<file path="config.mk">
export PLATFORM = sky130hd
export DESIGN_NAME = omf_monitor
export DESIGN_NICKNAME = d
export VERILOG_FILES = /design/src/hw/omf_pkg.sv /design/src/hw/omf_toggle_sync.sv /design/src/hw/omf_supv_counter.sv /design/src/hw/omf_monitor.sv
export SDC_FILE = /design/constraint.sdc
export NUM_CORES = 1
export LEC_CHECK = 0
export ABC_AREA = 1
export BUFFER_PORTS_ARGS = -buffer_cell sky130_fd_sc_hd__buf_2
export CELL_PAD_IN_SITES_DETAIL_PLACEMENT = 1
export CELL_PAD_IN_SITES_GLOBAL_PLACEMENT = 1
export CORE_MARGIN = 5
export CORE_UTILIZATION = 43
export CTS_CLUSTER_SIZE = 24
export DETAILED_ROUTE_END_ITERATION = 12
export HOLD_SLACK_MARGIN = 0.08
export PLACE_DENSITY_LB_ADDON = 0.3
export SYNTH_ARGS = -nofsm -noshare
export SYNTH_HDL_FRONTEND = slang
export SYNTH_SLANG_ARGS = --single-unit
</file>
<file path="constraint.sdc">
create_clock -name mclk -period 5.1 [get_ports mclk]
set_input_delay 1.53 -clock mclk [delete_from_list [all_inputs] [get_ports mclk]]
set_output_delay 1.53 -clock mclk [all_outputs]
set_load 0.02 [all_outputs]
</file>
<file path="src/hw/omf_pkg.sv">
package omf_pkg;
  // ***************************************************
  // register map
  // ***************************************************
  localparam logic [31:0] FAST_CTRL_ADDR = 32'h0003_0074;
  localparam logic [31:0] SLOW_CTRL_ADDR = 32'h0003_0078;
  localparam logic [31:0] STATUS_ADDR = 32'h0003_0080;
  // ***************************************************
  // fields
  // ***************************************************
  localparam int FAST_EN_BIT = 0;
  localparam int FAST_TH_LSB = 1;
  localparam int FAST_TH_W = 17;
  localparam int SLOW_EN_BIT = 0;
  localparam int SLOW_IRQ_BIT = 1;
  localparam int SLOW_TH_LSB = 2;
  localparam int SLOW_TH_W = 5;
  localparam int STAT_FAST_BIT = 0;
  localparam int STAT_SLOW_BIT = 1;
  // ***************************************************
  // reset values
  // ***************************************************
  localparam logic [FAST_TH_W-1:0] FAST_TH_RST = 17'h000FF;
  localparam logic [SLOW_TH_W-1:0] SLOW_TH_RST = 5'h03;
  // ***************************************************
  // supervision counter widths
  // ***************************************************
  localparam int SLOW_SUPV_W = 8;
  localparam int FAST_SUPV_W = 24;
endpackage

</file>
<file path="src/hw/omf_toggle_sync.sv">
`timescale 1ns/1ps
module omf_toggle_sync
  import omf_pkg::*;
(
  input wire logic mclk,
  input wire logic rst,
  input wire logic srcToggle,
  output logic pulse
);
  logic stage1;
  logic stage2;
  logic stage3;

  // ***************************************************
  // two flops then edge of toggle
  // ***************************************************
  always_ff @(posedge mclk)
  begin
    if (rst)
    begin
      stage1 <= 1'b0;
      stage2 <= 1'b0;
      stage3 <= 1'b0;
    end
    else
    begin
      stage1 <= srcToggle;
      stage2 <= stage1;
      stage3 <= stage2;
    end
  end

  assign pulse = stage2 ^ stage3;
endmodule // omf_toggle_sync

</file>
<file path="src/hw/omf_supv_counter.sv">
`timescale 1ns/1ps
module omf_supv_counter
  import omf_pkg::*;
#(
  parameter int WIDTH = 8
)
(
  input wire logic mclk,
  input wire logic rst,
  input wire logic enable,
  input wire logic tick,
  input wire logic clear,
  output logic overflow
);
  logic [WIDTH-1:0] count;

  // ***************************************************
  // counts ticks, clear wins, pulse on wrap
  // ***************************************************
  always_ff @(posedge mclk)
  begin
    if (rst || !enable || clear)
    begin
      count <= '0;
      overflow <= 1'b0;
    end
    else if (tick)
    begin
      count <= count + 1'b1;
      overflow <= &count;
    end
    else
    begin
      overflow <= 1'b0;
    end
  end
endmodule // omf_supv_counter

</file>
<file path="src/hw/omf_monitor.sv">
// How it works
// - fast threshold, reset 255, clears slow counter
// - slow counter overflow means reset
// - fast monitor enable bit 0; failure resets
// - slow threshold bits 6:2, reset 3, clears fast
// - fast counter overflow means failure
// - slow monitor enable bit 0; failure interrupts, or resets if irq disabled
// - irq enable bit 1 gates interrupt
//
// Register access over APB was decided locally.
`timescale 1ns/1ps
module omf_monitor
  import omf_pkg::*;
(
  input wire logic mclk,
  input wire logic rst,
  input wire logic fastOscIn,
  input wire logic slowOscIn,
  input wire logic psel,
  input wire logic penable,
  input wire logic pwrite,
  input wire logic [31:0] paddr,
  input wire logic [31:0] pwdata,
  output logic [31:0] prdata,
  output logic pready,
  output logic pslverr,
  output logic deviceResetReq,
  output logic slowFailIrq
);
  logic [FAST_TH_W-1:0] fastThreshold;
  logic fastMonitorEnable;
  logic [SLOW_TH_W-1:0] slowThreshold;
  logic slowIrqEnable;
  logic slowMonitorEnable;
  logic fastFailSeen;
  logic slowFailSeen;
  logic fastOscLast;
  logic slowOscLast;
  logic fastTick;
  logic slowTick;
  logic [FAST_TH_W-1:0] fastThCount;
  logic [SLOW_TH_W-1:0] slowThCount;
  logic fastClearToggle;
  logic slowClearToggle;
  logic fastClearAtSlow;
  logic slowClearAtFast;
  logic fastOscFail;
  logic slowOscFail;
  logic wrEn;
  logic rdSetup;

  function automatic logic isMapped(input logic [31:0] a);
    isMapped = (a == FAST_CTRL_ADDR) || (a == SLOW_CTRL_ADDR) ||
               (a == STATUS_ADDR);
  endfunction

  function automatic logic writeHit(input logic [31:0] a);
    writeHit = wrEn && (paddr == a);
  endfunction

  function automatic logic atThreshold(input logic [FAST_TH_W-1:0] count,
                                       input logic [FAST_TH_W-1:0] limit);
    atThreshold = (count + 1'b1) >= limit;
  endfunction

  assign wrEn = psel && penable && pready && pwrite && isMapped(paddr);
  assign rdSetup = psel && !penable;

  // ***************************************************
  // apb handshake, one wait-free access cycle
  // ***************************************************
  always_ff @(posedge mclk)
  begin
    if (rst)
    begin
      pready <= 1'b0;
      pslverr <= 1'b0;
    end
    else
    begin
      pready <= rdSetup;
      pslverr <= rdSetup && !isMapped(paddr);
    end
  end

  always_ff @(posedge mclk)
  begin
    if (rst)
    begin
      prdata <= 32'h0000_0000;
    end
    else if (rdSetup && !pwrite)
    begin
      if (paddr == FAST_CTRL_ADDR)
      begin
        prdata <= '0;
        prdata[FAST_EN_BIT] <= fastMonitorEnable;
        prdata[FAST_TH_LSB +: FAST_TH_W] <= fastThreshold;
      end
      else if (paddr == SLOW_CTRL_ADDR)
      begin
        prdata <= '0;
        prdata[SLOW_EN_BIT] <= slowMonitorEnable;
        prdata[SLOW_IRQ_BIT] <= slowIrqEnable;
        prdata[SLOW_TH_LSB +: SLOW_TH_W] <= slowThreshold;
      end
      else if (paddr == STATUS_ADDR)
      begin
        prdata <= '0;
        prdata[STAT_FAST_BIT] <= fastFailSeen;
        prdata[STAT_SLOW_BIT] <= slowFailSeen;
      end
      else
      begin
        prdata <= 32'h0000_0000;
      end
    end
  end

  // ***************************************************
  // control registers
  // ***************************************************
  always_ff @(posedge mclk)
  begin
    if (rst)
    begin
      fastThreshold <= FAST_TH_RST;
      fastMonitorEnable <= 1'b0;
    end
    else if (writeHit(FAST_CTRL_ADDR))
    begin
      fastThreshold <= pwdata[FAST_TH_LSB +: FAST_TH_W];
      fastMonitorEnable <= pwdata[FAST_EN_BIT];
    end
  end

  always_ff @(posedge mclk)
  begin
    if (rst)
    begin
      slowThreshold <= SLOW_TH_RST;
      slowIrqEnable <= 1'b0;
      slowMonitorEnable <= 1'b0;
    end
    else if (writeHit(SLOW_CTRL_ADDR))
    begin
      slowThreshold <= pwdata[SLOW_TH_LSB +: SLOW_TH_W];
      slowIrqEnable <= pwdata[SLOW_IRQ_BIT];
      slowMonitorEnable <= pwdata[SLOW_EN_BIT];
    end
  end

  // ***************************************************
  // failure status, write one to clear, set wins
  // ***************************************************
  always_ff @(posedge mclk)
  begin
    if (rst)
    begin
      fastFailSeen <= 1'b0;
    end
    else if (fastOscFail)
    begin
      fastFailSeen <= 1'b1;
    end
    else if (writeHit(STATUS_ADDR) && pwdata[STAT_FAST_BIT])
    begin
      fastFailSeen <= 1'b0;
    end
  end

  always_ff @(posedge mclk)
  begin
    if (rst)
    begin
      slowFailSeen <= 1'b0;
    end
    else if (slowOscFail)
    begin
      slowFailSeen <= 1'b1;
    end
    else if (writeHit(STATUS_ADDR) && pwdata[STAT_SLOW_BIT])
    begin
      slowFailSeen <= 1'b0;
    end
  end

  // ***************************************************
  // oscillator edges
  // ***************************************************
  always_ff @(posedge mclk)
  begin
    if (rst)
    begin
      fastOscLast <= 1'b0;
      slowOscLast <= 1'b0;
    end
    else
    begin
      fastOscLast <= fastOscIn;
      slowOscLast <= slowOscIn;
    end
  end

  assign fastTick = fastOscIn && !fastOscLast;
  assign slowTick = slowOscIn && !slowOscLast;

  // ***************************************************
  // fast-side threshold, sends clear to slow side
  // ***************************************************
  always_ff @(posedge mclk)
  begin
    if (rst || !fastMonitorEnable)
    begin
      fastThCount <= '0;
      fastClearToggle <= 1'b0;
    end
    else if (fastTick)
    begin
      if (atThreshold(fastThCount, fastThreshold))
      begin
        fastThCount <= '0;
        fastClearToggle <= !fastClearToggle;
      end
      else
      begin
        fastThCount <= fastThCount + 1'b1;
      end
    end
  end

  // ***************************************************
  // slow-side threshold, sends clear to fast side
  // ***************************************************
  always_ff @(posedge mclk)
  begin
    if (rst || !slowMonitorEnable)
    begin
      slowThCount <= '0;
      slowClearToggle <= 1'b0;
    end
    else if (slowTick)
    begin
      if (atThreshold({12'h000, slowThCount},
                      {12'h000, slowThreshold}))
      begin
        slowThCount <= '0;
        slowClearToggle <= !slowClearToggle;
      end
      else
      begin
        slowThCount <= slowThCount + 1'b1;
      end
    end
  end

  // ***************************************************
  // crossings and supervision counters
  // ***************************************************
  omf_toggle_sync uFastToSlow (
    .mclk(mclk),
    .rst(rst),
    .srcToggle(fastClearToggle),
    .pulse(fastClearAtSlow)
  );

  omf_toggle_sync uSlowToFast (
    .mclk(mclk),
    .rst(rst),
    .srcToggle(slowClearToggle),
    .pulse(slowClearAtFast)
  );

  omf_supv_counter #(.WIDTH(SLOW_SUPV_W)) uSlowSupv (
    .mclk(mclk),
    .rst(rst),
    .enable(fastMonitorEnable),
    .tick(slowTick),
    .clear(fastClearAtSlow),
    .overflow(fastOscFail)
  );

  omf_supv_counter #(.WIDTH(FAST_SUPV_W)) uFastSupv (
    .mclk(mclk),
    .rst(rst),
    .enable(slowMonitorEnable),
    .tick(fastTick),
    .clear(slowClearAtFast),
    .overflow(slowOscFail)
  );

  // ***************************************************
  // failure outputs
  // ***************************************************
  always_ff @(posedge mclk)
  begin
    if (rst)
    begin
      deviceResetReq <= 1'b0;
    end
    else
    begin
      deviceResetReq <= fastOscFail ||
                        (slowOscFail && !slowIrqEnable);
    end
  end

  always_ff @(posedge mclk)
  begin
    if (rst)
    begin
      slowFailIrq <= 1'b0;
    end
    else
    begin
      slowFailIrq <= slowOscFail && slowIrqEnable;
    end
  end
endmodule // omf_monitor

</file>
After elaboration in Yosys (flattened, before gate mapping)
Cells that the tools add are included.

cells by class
  eq/ne operators = 3
  muxes and demuxes = 9
  bitwise operators = 4
  order comparisons = 2
  reduce and logical (&&, ||, !) cells = 41
  add/sub/neg operators = 5

operator list
  cell                   count
  $eq 32x18->1 const B   3
  $add 24x1->24 const B  1
  $reduce_and 24->1      1
  $mux 18                1
  $add 17x1->17 const B  1
  $ge 17x17->1           1
  $mux 17                1
  $logic_and 1x1->1      16
  $logic_not 1->1        10
  $add 8x1->8 const B    1
  $reduce_and 8->1       1
  $logic_or 1x1->1       7
  $mux 7                 1
  $add 5x1->6 const B    1
  $ge 6x5->1             1
  $add 5x1->5 const B    1
  $mux 5                 1
  $mux 1                 4
  $reduce_and 2->1       2
  $reduce_bool 2->1      2
  $reduce_or 2->1        2
  $mux 2                 1
  $not 1->1              2
  $xor 1x1->1            2

word-level totals
  input bits = 71
  flip-flop bits (word level) = 129
  logic and storage cells = 92
  output and inout port bits = 36

Logic depth before layout (Yosys ltp)
  word-level depth = 8
  gate-level depth with buffers = 18

Hierarchy
From an unflattened synthesis, not the netlist that was laid out.

unflattened totals
  cells, all modules = 947
  area, all modules = 6,538.8 um^2

by module, submodules not included
  module                        cells each  area each (um^2)  instances
  omf_monitor                   664         4,583.1           1
  omf_supv_counter (uFastSupv)  206         1,348.8           1
  omf_supv_counter (uSlowSupv)  51          411.6             1
  omf_toggle_sync               13          97.6              2

Worst setup path before layout
OpenSTA, ideal clock, no wires.

  path kind = input to register
  start = input paddr[20]
  end = register fastThreshold[1]
  stages on the path = 11
  data arrival time = 2,542 ps
  path slack = 2,420 ps
  path buffers = 1
  cells stage by stage = inv_1 nand2_1 nor2_2 nand2_2 nor2_8 nand2_4 nand3_2 nand3_4 buf_2 nand2_1 o211ai_1

on the way
  longest elaborated chain between the ends = 5

ends and longest elaborated chain
  element                                 RTL line                              RTL
  from (decl)                             omf_monitor.sv:22                     input wire logic [31:0] paddr,
  $eq 32x18->1, on equally long branches  omf_monitor.sv:53, omf_monitor.sv:58
  $logic_or 1x1->1 (2 in a row)           omf_monitor.sv:53                     isMapped = (a == FAST_CTRL_ADDR) || (a == SLOW_CTRL_ADDR) ||
  $logic_and 1x1->1                       omf_monitor.sv:66                     assign wrEn = psel && penable && pready && pwrite && isMapped(paddr);
  $logic_and 1x1->1 *                     omf_monitor.sv:58                     writeHit = wrEn && (paddr == a);
  to (signal assigned)                    omf_monitor.sv:132                    fastThreshold <= pwdata[FAST_TH_LSB +: FAST_TH_W];
  to (decl)                               omf_monitor.sv:30                     logic [FAST_TH_W-1:0] fastThreshold;

Mark *: on every way between the ends. The rest lies on a longest branch, timed or not.
A chain may end at the register's enable or synchronous reset.

Worst setup path after layout
  start = register fastThCount[0]
  end = register fastThCount[1]

on the way
  longest elaborated chain between the ends = 3

ends and longest elaborated chain
  element                 RTL line                               RTL
  from (decl)             omf_monitor.sv:41                      logic [FAST_TH_W-1:0] fastThCount;
  from (signal assigned)  omf_monitor.sv:227                     fastThCount <= fastThCount + 1'b1;
  $add 17x1->17 *         omf_monitor.sv:63, omf_monitor.sv:227
  $ge 17x17->1            omf_monitor.sv:63                      atThreshold = (count + 1'b1) >= limit;
  $mux 17 *               omf_monitor.sv:220                     if (atThreshold(fastThCount, fastThreshold))

Marked as above.

==> impl_metrics.toml <==
[outcome]
status = "completed"

[global_routing]
use_met1_pct = 23.9
use_met2_pct = 35.4
grt_pass1_wl_mm = 26.2
grt_use_total_pct = 20.0
use_met3_pct = 4.60
grt_max_degree = 37
antenna_found_initial = 0
first_global_vias = 5491
overflow = 0
grt-busiest-layer = "met2"

[synthesis]
synth_edf_count = 0
synth-async-reset-ratio_pct = 0
ys.flop_type = "dfxtp_1"
syn_area_per_cell_um2 = 7.18
synth_top_area_share_pct = 38.7
yosysWarningCount = 0
syn-instance-count = 828
synth_area_leader_cell = "dfxtp_1"
netlist_area_um2 = 5940
synth_cell_types = 44
synthTopCellsByArea = "dfxtp_1, nand2_1, inv_1"
ys_ff_latch = 115
yosysSeqAreaShare_pct = 38.7

[die]
initial_utilization_pct = 43.3
io_pins = 107
chipWidth_um = 128
design.core.area_um2 = 13700
fp.dieH_um = 128
dieArea_um2 = 16300
rows = 43

[layout]
final_common_cell = "nand2_1"
antenna_cells = 0
drive_gt1_share_pct = 16.9
layout_common_cells = "nand2_1, inv_1, dfxtp_1, nor2_1, buf_2"
fin_util_pct = 51.6
areaGrowthSynthToFinish_pct = 19.0
nNetsFinal = 1001
fillerInstances = 1775

[timing]
finalCriticalPeriod_ps = 3200
slew_headroom_pct = 38.3
fin_setup_tns_ps = 0
fmax_mhz = 313
rsz0062_at_grt = "false"
finClkSkew_ps = 6.72
period_share_pct = 62.7
worst_pin_slew_ps = 925
setup_viol_count_final = 0
finalHoldViolations = 0
drv_slew = 0

[route]
wl_per_cell_um = 14.1
drt_iter0_markers = 251
avgViaCountPerCell = 4.91
drt_first_pass_iters = 4
vias = 5391
drc = 0
antenna_left = 0
routed_wl_mm = 15.5

[critical_path]
end_kind = "flip-flop"
start_kind = "flip-flop"
crit_arrival_ps = 3540
crit_type = "reg -> reg"
cp.required_ps = 5440
cp_max_fo = 15

[cts]
clk_path_buf_depth = 2
cts-root-buf = "clkbuf_16"
post_cts_buffers = 0
worstSkewPairLatency_ps = 420
holdBufCountCts = 0
cts_buffers = 17
cts_resized = 0
clkSinkCount = 115
cts_tree = "yes"
htreeDepth = 4
clkSlewWorstSetupHoldPaths_ps = 50

[power]
leakagePower_nw = 3.17
power_mw = 2.34
vdd_drop_max_mv = 0.210
powerDensity_nw_per_um2 = 330

[placement]
port_buffers = 78
dp_hpwl_mm = 11.3
gp_congestion = 0.804

[job]
cap_violations = 0

[hold_path]
min_path_type = "reg -> reg"
report_power, final:
group | switching, mW | internal (mW)
Combinational | 0.0652 | 0.0315
Clock | 0.412 | 0.916
Sequential | 0.00376 | 0.908
Total | 0.481 | 1.86
worst paths after layout:
| kind | from | endpoint | slack [ps] | cells after the start |
|---|---|---|---|---|
| setup / recovery | fastThCount[0] | fastThCount[1] | 1900 | 15 |
| hold reg to reg | uFastToSlow.stage1 | uFastToSlow.stage2 | 410 | 2 |
| hold / removal | uFastToSlow.stage1 | uFastToSlow.stage2 | 410 | 2 |
| setup reg to reg | fastThCount[0] | fastThCount[1] | 1900 | 15 |
kinds of logic (layout without fill, tap and decap cells):
kind of cell | after synthesis | after routing | synth area share, %
other | 1 | 14 | 0.0631
adders and majority gates | 26 | 26 | 5.47
DFF | 115 | 115 | 38.7
AOI/OAI and AO/OA | 135 | 135 | 12.8
and+or+nand+nor | 359 | 359 | 27.3
buffers and inverters | 165 | 241 | 11.7
xor gates and xnor gates | 27 | 27 | 3.98
cell usage after synthesis (all sizes together) (5+ instances only):
master,n
nand2,188
inv,129
dfxtp,115
nor2,91
a21oi,73
nand3,38
o21ai,38
ha,26
buf,23
xor2,19
nor3,18
clkbuf,12
nand4,10
o211ai,9
xnor2,8
a211oi,5
cell type report:
| type | count | area [µm²] | area share (%) |
|---|---|---|---|
| timing repair buffer | 79 | 398 | 5.62 |
| tap | 180 | 225 | 3.18 |
| clock buffer | 23 | 488 | 6.90 |
| inverter | 130 | 489 | 6.91 |
| clock inverter | 9 | 174 | 2.46 |
| sequential | 115 | 2300 | 32.5 |
| multi-input combinational | 561 | 3000 | 42.4 |
state kept, by name, indices dropped and copies added (netlist names), 5 cells and up:
signal,cells
fastThCount,17
fastThreshold,17
prdata,18
slowThCount,5
slowThreshold,5
uFastSupv.count,24
uSlowSupv.count,8
worst max-delay path, stage by stage (launching register included):
cell and delay [ps]:
dfxtp_1 420, ha_1 250, nand4_1 210, nor2_1 240, nand2_1 110, xor2_1 220, ha_1 280, nand2_1 110
nor2_1 70, nand3_1 90, nor2_1 60, a21oi_1 150, nand2_1 90, nor2_2 510, nand3_1 160, a21oi_1 170
through the flow:
| step | setup WS [ps] | hold slack (ps) | instances | area, µm² |
|---|---|---|---|---|
| final | 1900 | 408 | 1097 | 7080 |
| after CTS | 1860 | 411 | 1097 | 7080 |
| after detailed placement | 1540 | 406 | 1065 | 6410 |
| after floorplan | 2420 | 388 | 841 | 5990 |
| after global routing | 1450 | 433 | 1097 | 7080 |
| after global placement | 1610 | 390 | 1065 | 6410 |
routing by layer:
| layer | part of all wire, % | up-vias | routed length, µm |
|---|---|---|---|
| met5 | 0 | - | 0 |
| met4 | 1.5 | 0 | 231 |
| met3 | 3.5 | 21 | 535 |
| met2 | 51 | 65 | 7900 |
| met1 | 44 | 2537 | 6810 |
| li1 | - | 2768 | - |
Note: power is estimated with default switching activity, not from simulation.
